<file path="config.mk">
export PLATFORM = sky130hd
export DESIGN_NAME = tmr8_unit
export DESIGN_NICKNAME = d
export VERILOG_FILES = /design/src/verilog/tmr8_pkg.sv /design/src/verilog/tmr8_unit.sv
export SDC_FILE = /design/constraint.sdc
export NUM_CORES = 1
export LEC_CHECK = 0
export BUFFER_PORTS_ARGS = -buffer_cell sky130_fd_sc_hd__buf_4
export CORE_MARGIN = 5
export CORE_UTILIZATION = 54
export CTS_CLUSTER_DIAMETER = 200
export DETAILED_ROUTE_END_ITERATION = 8
export GPL_TIMING_DRIVEN = 0
export PLACE_DENSITY = 0.76
export SLEW_MARGIN = 15
export SYNTH_ARGS = -nofsm -noshare
export SYNTH_HDL_FRONTEND = slang
export SYNTH_SLANG_ARGS = --single-unit
export TNS_END_PERCENT = 1
</file>
<file path="constraint.sdc">
create_clock -name CLK -period 2.3 [get_ports CLK]
set_input_delay 0.23 -clock CLK [delete_from_list [all_inputs] [get_ports CLK]]
set_output_delay 0.23 -clock CLK [all_outputs]
set_load 0.01 [all_outputs]
</file>
<file path="src/verilog/tmr8_pkg.sv">
/*
 * Package for the 8-bit timer/counter unit: register offsets, field
 * positions, reset values and mode encodings.
 * Assumes a plain address/strobe register port, one system clock.
 */
package tmr8_pkg;
    localparam int ADDR_W = 3;
    // register offsets on the plain register port
    localparam logic [2:0] OFS_CTRL_A = 3'h0;
    localparam logic [2:0] OFS_CTRL_B = 3'h1;
    localparam logic [2:0] OFS_COUNT = 3'h2;
    localparam logic [2:0] OFS_CMP_A = 3'h3;
    localparam logic [2:0] OFS_CMP_B = 3'h4;
    localparam logic [2:0] OFS_MASK = 3'h5;
    localparam logic [2:0] OFS_FLAG = 3'h6;
    // field positions
    localparam int CTRL_A_WGM0 = 0;
    localparam int CTRL_A_WGM1 = 1;
    localparam int CTRL_B_CS_LO = 0;
    localparam int CTRL_B_WGM2 = 3;
    localparam int CTRL_B_FOC_B = 6;
    localparam int CTRL_B_FOC_A = 7;
    localparam int FLAG_OVF = 0;
    localparam int FLAG_CMP_A = 1;
    localparam int FLAG_CMP_B = 2;
    // limits
    localparam logic [7:0] CNT_BOTTOM = 8'h00;
    localparam logic [7:0] CNT_MAX = 8'hFF;
    localparam logic [7:0] RESET_BYTE = 8'h00;
    // clock select codes
    localparam logic [2:0] CS_STOP = 3'h0;
    localparam logic [2:0] CS_DIV1 = 3'h1;
    localparam logic [2:0] CS_DIV8 = 3'h2;
    localparam logic [2:0] CS_DIV64 = 3'h3;
    localparam logic [2:0] CS_DIV256 = 3'h4;
    localparam logic [2:0] CS_DIV1024 = 3'h5;
    localparam logic [2:0] CS_EXT_FALL = 3'h6;
    localparam logic [2:0] CS_EXT_RISE = 3'h7;
    // waveform modes
    localparam logic [2:0] WGM_NORMAL = 3'h0;
    localparam logic [2:0] WGM_PC_MAX = 3'h1;
    localparam logic [2:0] WGM_CTC = 3'h2;
    localparam logic [2:0] WGM_FAST_MAX = 3'h3;
    localparam logic [2:0] WGM_PC_CMPA = 3'h5;
    localparam logic [2:0] WGM_FAST_CMPA = 3'h7;
    localparam logic [9:0] PRESC_RESET = 10'h000;
endpackage

</file>
<file path="src/verilog/tmr8_unit.sv">
/*
 * 8-bit timer/counter with two compare channels, overflow and compare
 * flags with masks, internal prescaler or external count input.
 * Assumes inputs synchronous to CLK except EXT_COUNT_IN, which is
 * synchronised here; registers reached over a plain strobe port.
 */
// Decided for this implementation: the address-and-strobe port and the register addresses.
// Behaviour
// RL1 - counter value 0x00 is the bottom indication
// RL2 - counter value 0xFF is the max indication
// RL3 - top is 0xFF or compare value A, chosen by mode
// RL4 - count value and both compare values are 8-bit registers
// RL5 - all flags in one flag register, each gated by a mask bit
// RL6 - 3-bit clock select chooses prescaler or external input
// RL7 - clock select picks source and edge, forming the timer clock
// RL8 - clock select zero stops the counter completely
// RL9 - software reads and writes the count value any time
// RL10 - software count write beats clear, increment and decrement
// RL11 - each timer clock clears, increments or decrements per mode
// RL12 - waveform mode: two bits in control A, top bit in control B
// RL13 - count steps by exactly one, up or down per direction
// RL14 - clear sets every counter bit to zero
// RL15 - internal top and bottom indications feed waveform logic
// RL16 - overflow flag set at mode-defined point, may interrupt
// RL17 - both compare values compared continuously, drive compare outputs
// RL18 - compare match sets that channel's compare flag
// RL19 - software clears the power-reduction bit before timer use
// RL20 - compare flag set on timer clock after counter equals compare
// RL21 - flag cleared by interrupt service or by writing one
// RL22 - mode 0 counts up, wraps, sets overflow when becoming zero
// RL23 - count write blocks compare matches for the next timer clock
// RL24 - external input synchronised, each selected edge one tick
`timescale 1ns/1ps
module tmr8_unit
    import tmr8_pkg::*;
(
    // clock and reset
    input wire logic CLK,
    input wire logic RST,
    // register port
    input wire logic [ADDR_W-1:0] ADDR,
    input wire logic [7:0] WDATA,
    input wire logic WR,
    input wire logic RD,
    output logic [7:0] RDATA,
    // power reduction and interrupt acknowledge
    input wire logic POWER_REDUCTION,
    input wire logic ACK_OVF,
    input wire logic ACK_CMP_A,
    input wire logic ACK_CMP_B,
    // external count input
    input wire logic EXT_COUNT_IN,
    // outputs
    output logic COMPARE_OUTPUT_A,
    output logic COMPARE_OUTPUT_B,
    output logic IRQ_OVF,
    output logic IRQ_CMP_A,
    output logic IRQ_CMP_B
);
    typedef struct packed {
        logic [7:0] ctrl_a;
        logic [7:0] ctrl_b;
        logic [7:0] count_value;
        logic [7:0] compare_value_a;
        logic [7:0] compare_value_b;
        logic [2:0] mask;
        logic [2:0] flags;
        logic [9:0] presc;
        logic ext_s1;
        logic ext_s2;
        logic ext_prev;
        logic count_down;
        logic block;
        logic match_a_d;
        logic match_b_d;
        logic out_a;
        logic out_b;
        logic [7:0] rdata;
    } tmr8_state_t;

    tmr8_state_t st;
    tmr8_state_t next_st;

    function automatic logic tmr8_tick(input logic [2:0] cs, input logic [9:0] p,
                                       input logic ext_rise, input logic ext_fall);
        case (cs)
            CS_DIV1: tmr8_tick = 1'b1;
            CS_DIV8: tmr8_tick = (p[2:0] == 3'h7);
            CS_DIV64: tmr8_tick = (p[5:0] == 6'h3F);
            CS_DIV256: tmr8_tick = (p[7:0] == 8'hFF);
            CS_DIV1024: tmr8_tick = (p == 10'h3FF);
            CS_EXT_FALL: tmr8_tick = ext_fall;
            CS_EXT_RISE: tmr8_tick = ext_rise;
            default: tmr8_tick = 1'b0;
        endcase
    endfunction

    logic [2:0] wgm;
    logic [2:0] cs;
    logic [7:0] top;
    logic at_top;
    logic at_bottom;
    logic tick;
    logic match_a;
    logic match_b;
    logic pc_mode;
    logic fast_mode;
    logic count_wr;
    logic ext_rise;
    logic ext_fall;

    always_comb begin
        wgm = {st.ctrl_b[CTRL_B_WGM2], st.ctrl_a[CTRL_A_WGM1], st.ctrl_a[CTRL_A_WGM0]}; // [RL12]
        cs = st.ctrl_b[CTRL_B_CS_LO +: 3]; // [RL6]
        top = (wgm == WGM_CTC || wgm == WGM_PC_CMPA || wgm == WGM_FAST_CMPA) ? st.compare_value_a : CNT_MAX; // [RL3]
        at_top = (st.count_value == top); // [RL15] [RL2]
        at_bottom = (st.count_value == CNT_BOTTOM); // [RL1] [RL15]
        pc_mode = (wgm == WGM_PC_MAX || wgm == WGM_PC_CMPA);
        fast_mode = (wgm == WGM_FAST_MAX || wgm == WGM_FAST_CMPA);
        ext_rise = st.ext_s2 & ~st.ext_prev; // [RL24]
        ext_fall = ~st.ext_s2 & st.ext_prev; // [RL24]
        // power reduction stops the timer clock and clears the prescaler; register writes, acks and force strobes still act
        tick = ~POWER_REDUCTION & tmr8_tick(cs, st.presc, ext_rise, ext_fall); // [RL7] [RL8] [RL19]
        match_a = (st.count_value == st.compare_value_a); // [RL17]
        match_b = (st.count_value == st.compare_value_b); // [RL17]
        count_wr = WR && ADDR == OFS_COUNT;
    end

    always_comb begin
        next_st = st;
        next_st.ext_s1 = EXT_COUNT_IN;
        next_st.ext_s2 = st.ext_s1;
        next_st.ext_prev = st.ext_s2;
        next_st.presc = (cs == CS_STOP || POWER_REDUCTION) ? PRESC_RESET : st.presc + 10'h001;
        // clears first so a hardware set in the same cycle wins
        next_st.flags = st.flags & ~{ACK_CMP_B, ACK_CMP_A, ACK_OVF}; // [RL21]
        if (WR && ADDR == OFS_FLAG) begin
            next_st.flags = next_st.flags & ~WDATA[2:0]; // [RL21]
        end
        if (tick) begin
            next_st.block = 1'b0;
            // match seen this tick lands in the flag on the next tick
            next_st.match_a_d = match_a & ~st.block; // [RL23]
            next_st.match_b_d = match_b & ~st.block; // [RL23]
            if (st.match_a_d) begin
                next_st.flags[FLAG_CMP_A] = 1'b1; // [RL18] [RL20]
            end
            if (st.match_b_d) begin
                next_st.flags[FLAG_CMP_B] = 1'b1; // [RL18] [RL20]
            end
            if (pc_mode) begin
                if (at_top) begin
                    next_st.count_down = 1'b1;
                end else if (at_bottom) begin
                    next_st.count_down = 1'b0;
                end
                if (at_bottom) begin
                    next_st.flags[FLAG_OVF] = 1'b1; // [RL16]
                end
                next_st.count_value = (at_top && !at_bottom) || (st.count_down && !at_bottom)
                    ? st.count_value - 8'h01 : st.count_value + 8'h01; // [RL13] [RL11]
            end else if (at_top && wgm != WGM_NORMAL) begin
                next_st.count_down = 1'b0;
                next_st.count_value = RESET_BYTE; // [RL14] [RL11]
                if (fast_mode) begin
                    next_st.flags[FLAG_OVF] = 1'b1; // [RL16]
                end
            end else begin
                next_st.count_down = 1'b0;
                next_st.count_value = st.count_value + 8'h01; // [RL13] [RL22]
                if (st.count_value == CNT_MAX) begin
                    next_st.flags[FLAG_OVF] = 1'b1; // [RL22] [RL16]
                end
            end
            if (match_a & ~st.block) begin
                next_st.out_a = ~st.out_a; // [RL17]
            end
            if (match_b & ~st.block) begin
                next_st.out_b = ~st.out_b; // [RL17]
            end
        end
        if (WR) begin
            case (ADDR)
                OFS_CTRL_A: next_st.ctrl_a = WDATA;
                OFS_CTRL_B: begin
                    next_st.ctrl_b = WDATA & 8'h0F;
                    // force strobes toggle outputs without touching flags
                    if (WDATA[CTRL_B_FOC_A]) begin
                        next_st.out_a = ~st.out_a;
                    end
                    if (WDATA[CTRL_B_FOC_B]) begin
                        next_st.out_b = ~st.out_b;
                    end
                end
                OFS_COUNT: next_st.count_value = WDATA; // [RL9] [RL10]
                OFS_CMP_A: next_st.compare_value_a = WDATA; // [RL4]
                OFS_CMP_B: next_st.compare_value_b = WDATA; // [RL4]
                OFS_MASK: next_st.mask = WDATA[2:0]; // [RL5]
                default: next_st.ctrl_a = st.ctrl_a;
            endcase
        end
        if (count_wr) begin
            next_st.block = 1'b1; // [RL23]
            next_st.match_a_d = 1'b0;
            next_st.match_b_d = 1'b0;
        end
        next_st.rdata = 8'h00;
        if (RD) begin
            case (ADDR)
                OFS_CTRL_A: next_st.rdata = st.ctrl_a;
                OFS_CTRL_B: next_st.rdata = st.ctrl_b;
                OFS_COUNT: next_st.rdata = st.count_value; // [RL9]
                OFS_CMP_A: next_st.rdata = st.compare_value_a;
                OFS_CMP_B: next_st.rdata = st.compare_value_b;
                OFS_MASK: next_st.rdata = {5'h00, st.mask};
                OFS_FLAG: next_st.rdata = {5'h00, st.flags}; // [RL5]
                default: next_st.rdata = 8'h00;
            endcase
        end
    end

    always_ff @(posedge CLK) begin
        if (RST) begin
            st <= '0;
        end else begin
            st <= next_st;
        end
    end

    assign RDATA = st.rdata;
    assign COMPARE_OUTPUT_A = st.out_a;
    assign COMPARE_OUTPUT_B = st.out_b;
    assign IRQ_OVF = st.flags[FLAG_OVF] & st.mask[FLAG_OVF]; // [RL5] [RL16]
    assign IRQ_CMP_A = st.flags[FLAG_CMP_A] & st.mask[FLAG_CMP_A]; // [RL5] [RL18]
    assign IRQ_CMP_B = st.flags[FLAG_CMP_B] & st.mask[FLAG_CMP_B]; // [RL5] [RL18]
endmodule

</file>
==> results.cfg <==
[synthesis]
synth-edff-count = 0
yosysSeqAreaShare = 0.3465
ys_ff_latch = 69
synthCells = 507
ys_warn_count = 0
synth.avg_cell_area_um2 = 7.863
async_reset_ff_frac = 0
synth_nets = 532
netlist_area_um2 = 3986
ys.flop_type = dfxtp_1
yosysUniqueCellTypes = 63

[layout]
fin_area_um2 = 4882
n_antenna_cell = 0
layout-drive-gt1-share = 0.2218
final_cells = 667
nNetsFinal = 588
syn2layout_area_growth_pct = 22.47

[placement]
gp_congestion = 0.9451
place_area_um2 = 4335
dp_hpwl_um = 8170
io_buffers = 30
dp_cells = 636

[grt]
track_usage = 0.2637
antenna_found_initial = 0
grt_max_degree = 12
grt_remaining_overflow = 0
grt_pass1_wl_um = 18500
grt_pass1_vias = 3784

[cts]
cts.clk_slew.worst_paths_ps = 80
numCtsBuffers = 9
h-tree-depth = 3
cts_tree = yes
clkLatencyLatePin_ps = 350
clockRootBuffer = clkbuf_8
cts.sinks = 69
hold_buffers = 0
cts.path.max_buffers = 2

[worst_setup_path]
arrival_ps = 2550
crit_fanout = 5
crit_path_max_incr_delay_ps = 380
path_cells = buf_8 > buf_12 > nand4_4 > a2111oi_4 > a311oi_2 > nor4_4 > buf_4 > mux2i_2 > mux2i_1 > o311ai_1
required_ps = 2510
slowest_stage = a2111oi_4
crit_type = flop to flop
startpoint_type = flop
cp-end-kind = flop

[timing]
fin_crit_sh = 1.017
skew_ps = 11.65
slew_violations = 0
min_period_ps = 2339
hold_viol_final = 0
holdWs_ps = 109.0
setup_viol = 5
slew-limit-headroom = 0.3557
setup_slack_ps = -38.81
rsz0062_at_grt = yes
worst_pin_slew_ps = 959.1
max_clock_freq_ghz = 0.4276

[floorplan]
die_y_um = 95.92
num_rows = 31
die-area_um2 = 9201
ios = 33
core_um2 = 7214
die_x_um = 95.92
start_util = 0.5525

[worst_hold_path]
hold_class = primary input to flop

[drt]
wl_um = 11560
vias_per_cell = 5.886
drt_iter0_drc = 365
drcViolationCount = 0
via_count = 3926
post_drt_wl_per_cell_um = 17.33
ant_nets = 0
firstDrtPassIters = 5

[run_status]
violations = negative setup slack
outcome = finished, violations left

[pwr]
leakagePower_nw = 1.866
vdd_drop_max_v = 0.0006069
powerDensity_nw_per_um2 = 575.9

[run]
maxCapViolCount = 0
==> kinds of logic after synthesis <==
| family | share of synthesized area |
|---|---|
| muxes | 0.07219 |
| buffers and inverters | 0.06968 |
| and+or+nand+nor | 0.2659 |
| xor gates and xnor gates | 0.04175 |
| AOI/OAI and AO/OA | 0.1883 |
| adders and majority gates | 0.01569 |
| DFF | 0.3465 |
==> stage by stage <==
step	total power [mW]	utilization	TNS, ps	worst slack (ps)
floorplan	1.598	-	0	80.12
global placement	1.729	0.6009	-2407	-262.7
detailed placement	1.738	0.6009	-3041	-316.2
CTS	2.761	0.6465	-300.6	-79.89
global route	2.926	0.6767	-762.9	-189.2
finish	2.812	0.6767	-135.1	-38.81
==> cell usage after synthesis, types with 4 or more instances <==
library cell / instances / area share
nand2_1: 74 / 0.070
nor2_1: 70 / 0.066
dfxtp_1: 69 / 0.35
a21oi_1: 49 / 0.062
mux2i_1: 22 / 0.055
clkbuf_1: 20 / 0.019
nor3_1: 17 / 0.021
nor2b_1: 15 / 0.024
nand3_1: 14 / 0.018
inv_1: 13 / 0.012
xor2_1: 12 / 0.026
buf_4: 10 / 0.019
nand2b_1: 8 / 0.013
a31oi_1: 7 / 0.011
xnor2_1: 7 / 0.015
buf_2: 6 / 0.0075
and2_1: 5 / 0.0078
ha_1: 5 / 0.016
o21ai_0: 5 / 0.0063
o211ai_1: 4 / 0.0075
o22ai_1: 4 / 0.0063
o311ai_1: 4 / 0.0088
or3_1: 4 / 0.0063
==> worst paths after layout <==
kind                                   start          end  slack (ps)  depth (start not counted)
worst max register to register        st[51]       st[54]         -40                         10
worst min register to register        st[17]       st[17]         440                          1
worst max-delay path                  st[51]       st[54]         -40                         10
worst min-delay path            EXT_COUNT_IN  next_st[15]         110                          2
==> power by group <==
| group | switching [mW] | leakage [nW] | total (mW) | internal (mW) |
|---|---|---|---|---|
| sequential | 0.0275 | 0.562 | 1.26 | 1.23 |
| combinational | 0.331 | 1.21 | 0.566 | 0.235 |
| clock | 0.462 | 0.0964 | 0.990 | 0.528 |
| total | 0.820 | 1.87 | 2.81 | 1.99 |
==> registers in the layout (all words and copies together), names as in the netlist <==
name,count
COMPARE_OUTPUT_A,1
COMPARE_OUTPUT_B,1
RDATA,8
cs,3
next_st,2
st,54
==> layout by cell type, fill, tap and decap left out, types with 4 or more instances in the layout <==
cell type	synthesis	final
nor2b_1	15	12
nand3_1	14	14
nor3_1	17	14
buf_6	3	4
xnor2_1	7	7
clkbuf_1	20	17
nor2_1	70	69
o21ai_0	5	5
buf_4	10	58
dfxtp_2	0	5
o311ai_1	4	4
a21oi_1	49	48
inv_1	13	11
dfxtp_1	69	63
xor2_1	12	12
nand2_1	74	74
and2_1	5	5
a31oi_1	7	7
ha_1	5	4
clkbuf_8	0	10
o211ai_1	4	4
nand2b_1	8	8
mux2i_1	22	20
==> layer usage <==
metal / track usage / wire [µm]
met1: 0.3489 / 4863
met2: 0.4059 / 5337
met3: 0.05395 / 956
met4: 0.1339 / 399
met5: 0 / 0
==> critical path: cells and delay by family (launching register included) <==
family / cells / cell delay, ps
flops: 1 / 340
buf+inv: 3 / 430
simple gates: 2 / 360
compound gates: 3 / 630
mux: 2 / 460
==> area by class of cell <==
cell class	instances	area, µm²
multi-input cells	382	2482
clock buffers	12	145.1
well taps	99	123.9
inverters	14	56.30
plain buffers	39	250.2
clock inverters	4	47.55
fillers	630	2332
flip-flops and latches	69	1391
repair buffers	48	385.4
==> what timing repair did <==
action | CTS | global route
pin swaps | 10 | 11
setup buffers | 7 | 11
setup endpoints to repair | 15 | 13
gates resized for setup | 24 | 34
Power figures use the tool's default switching activity.
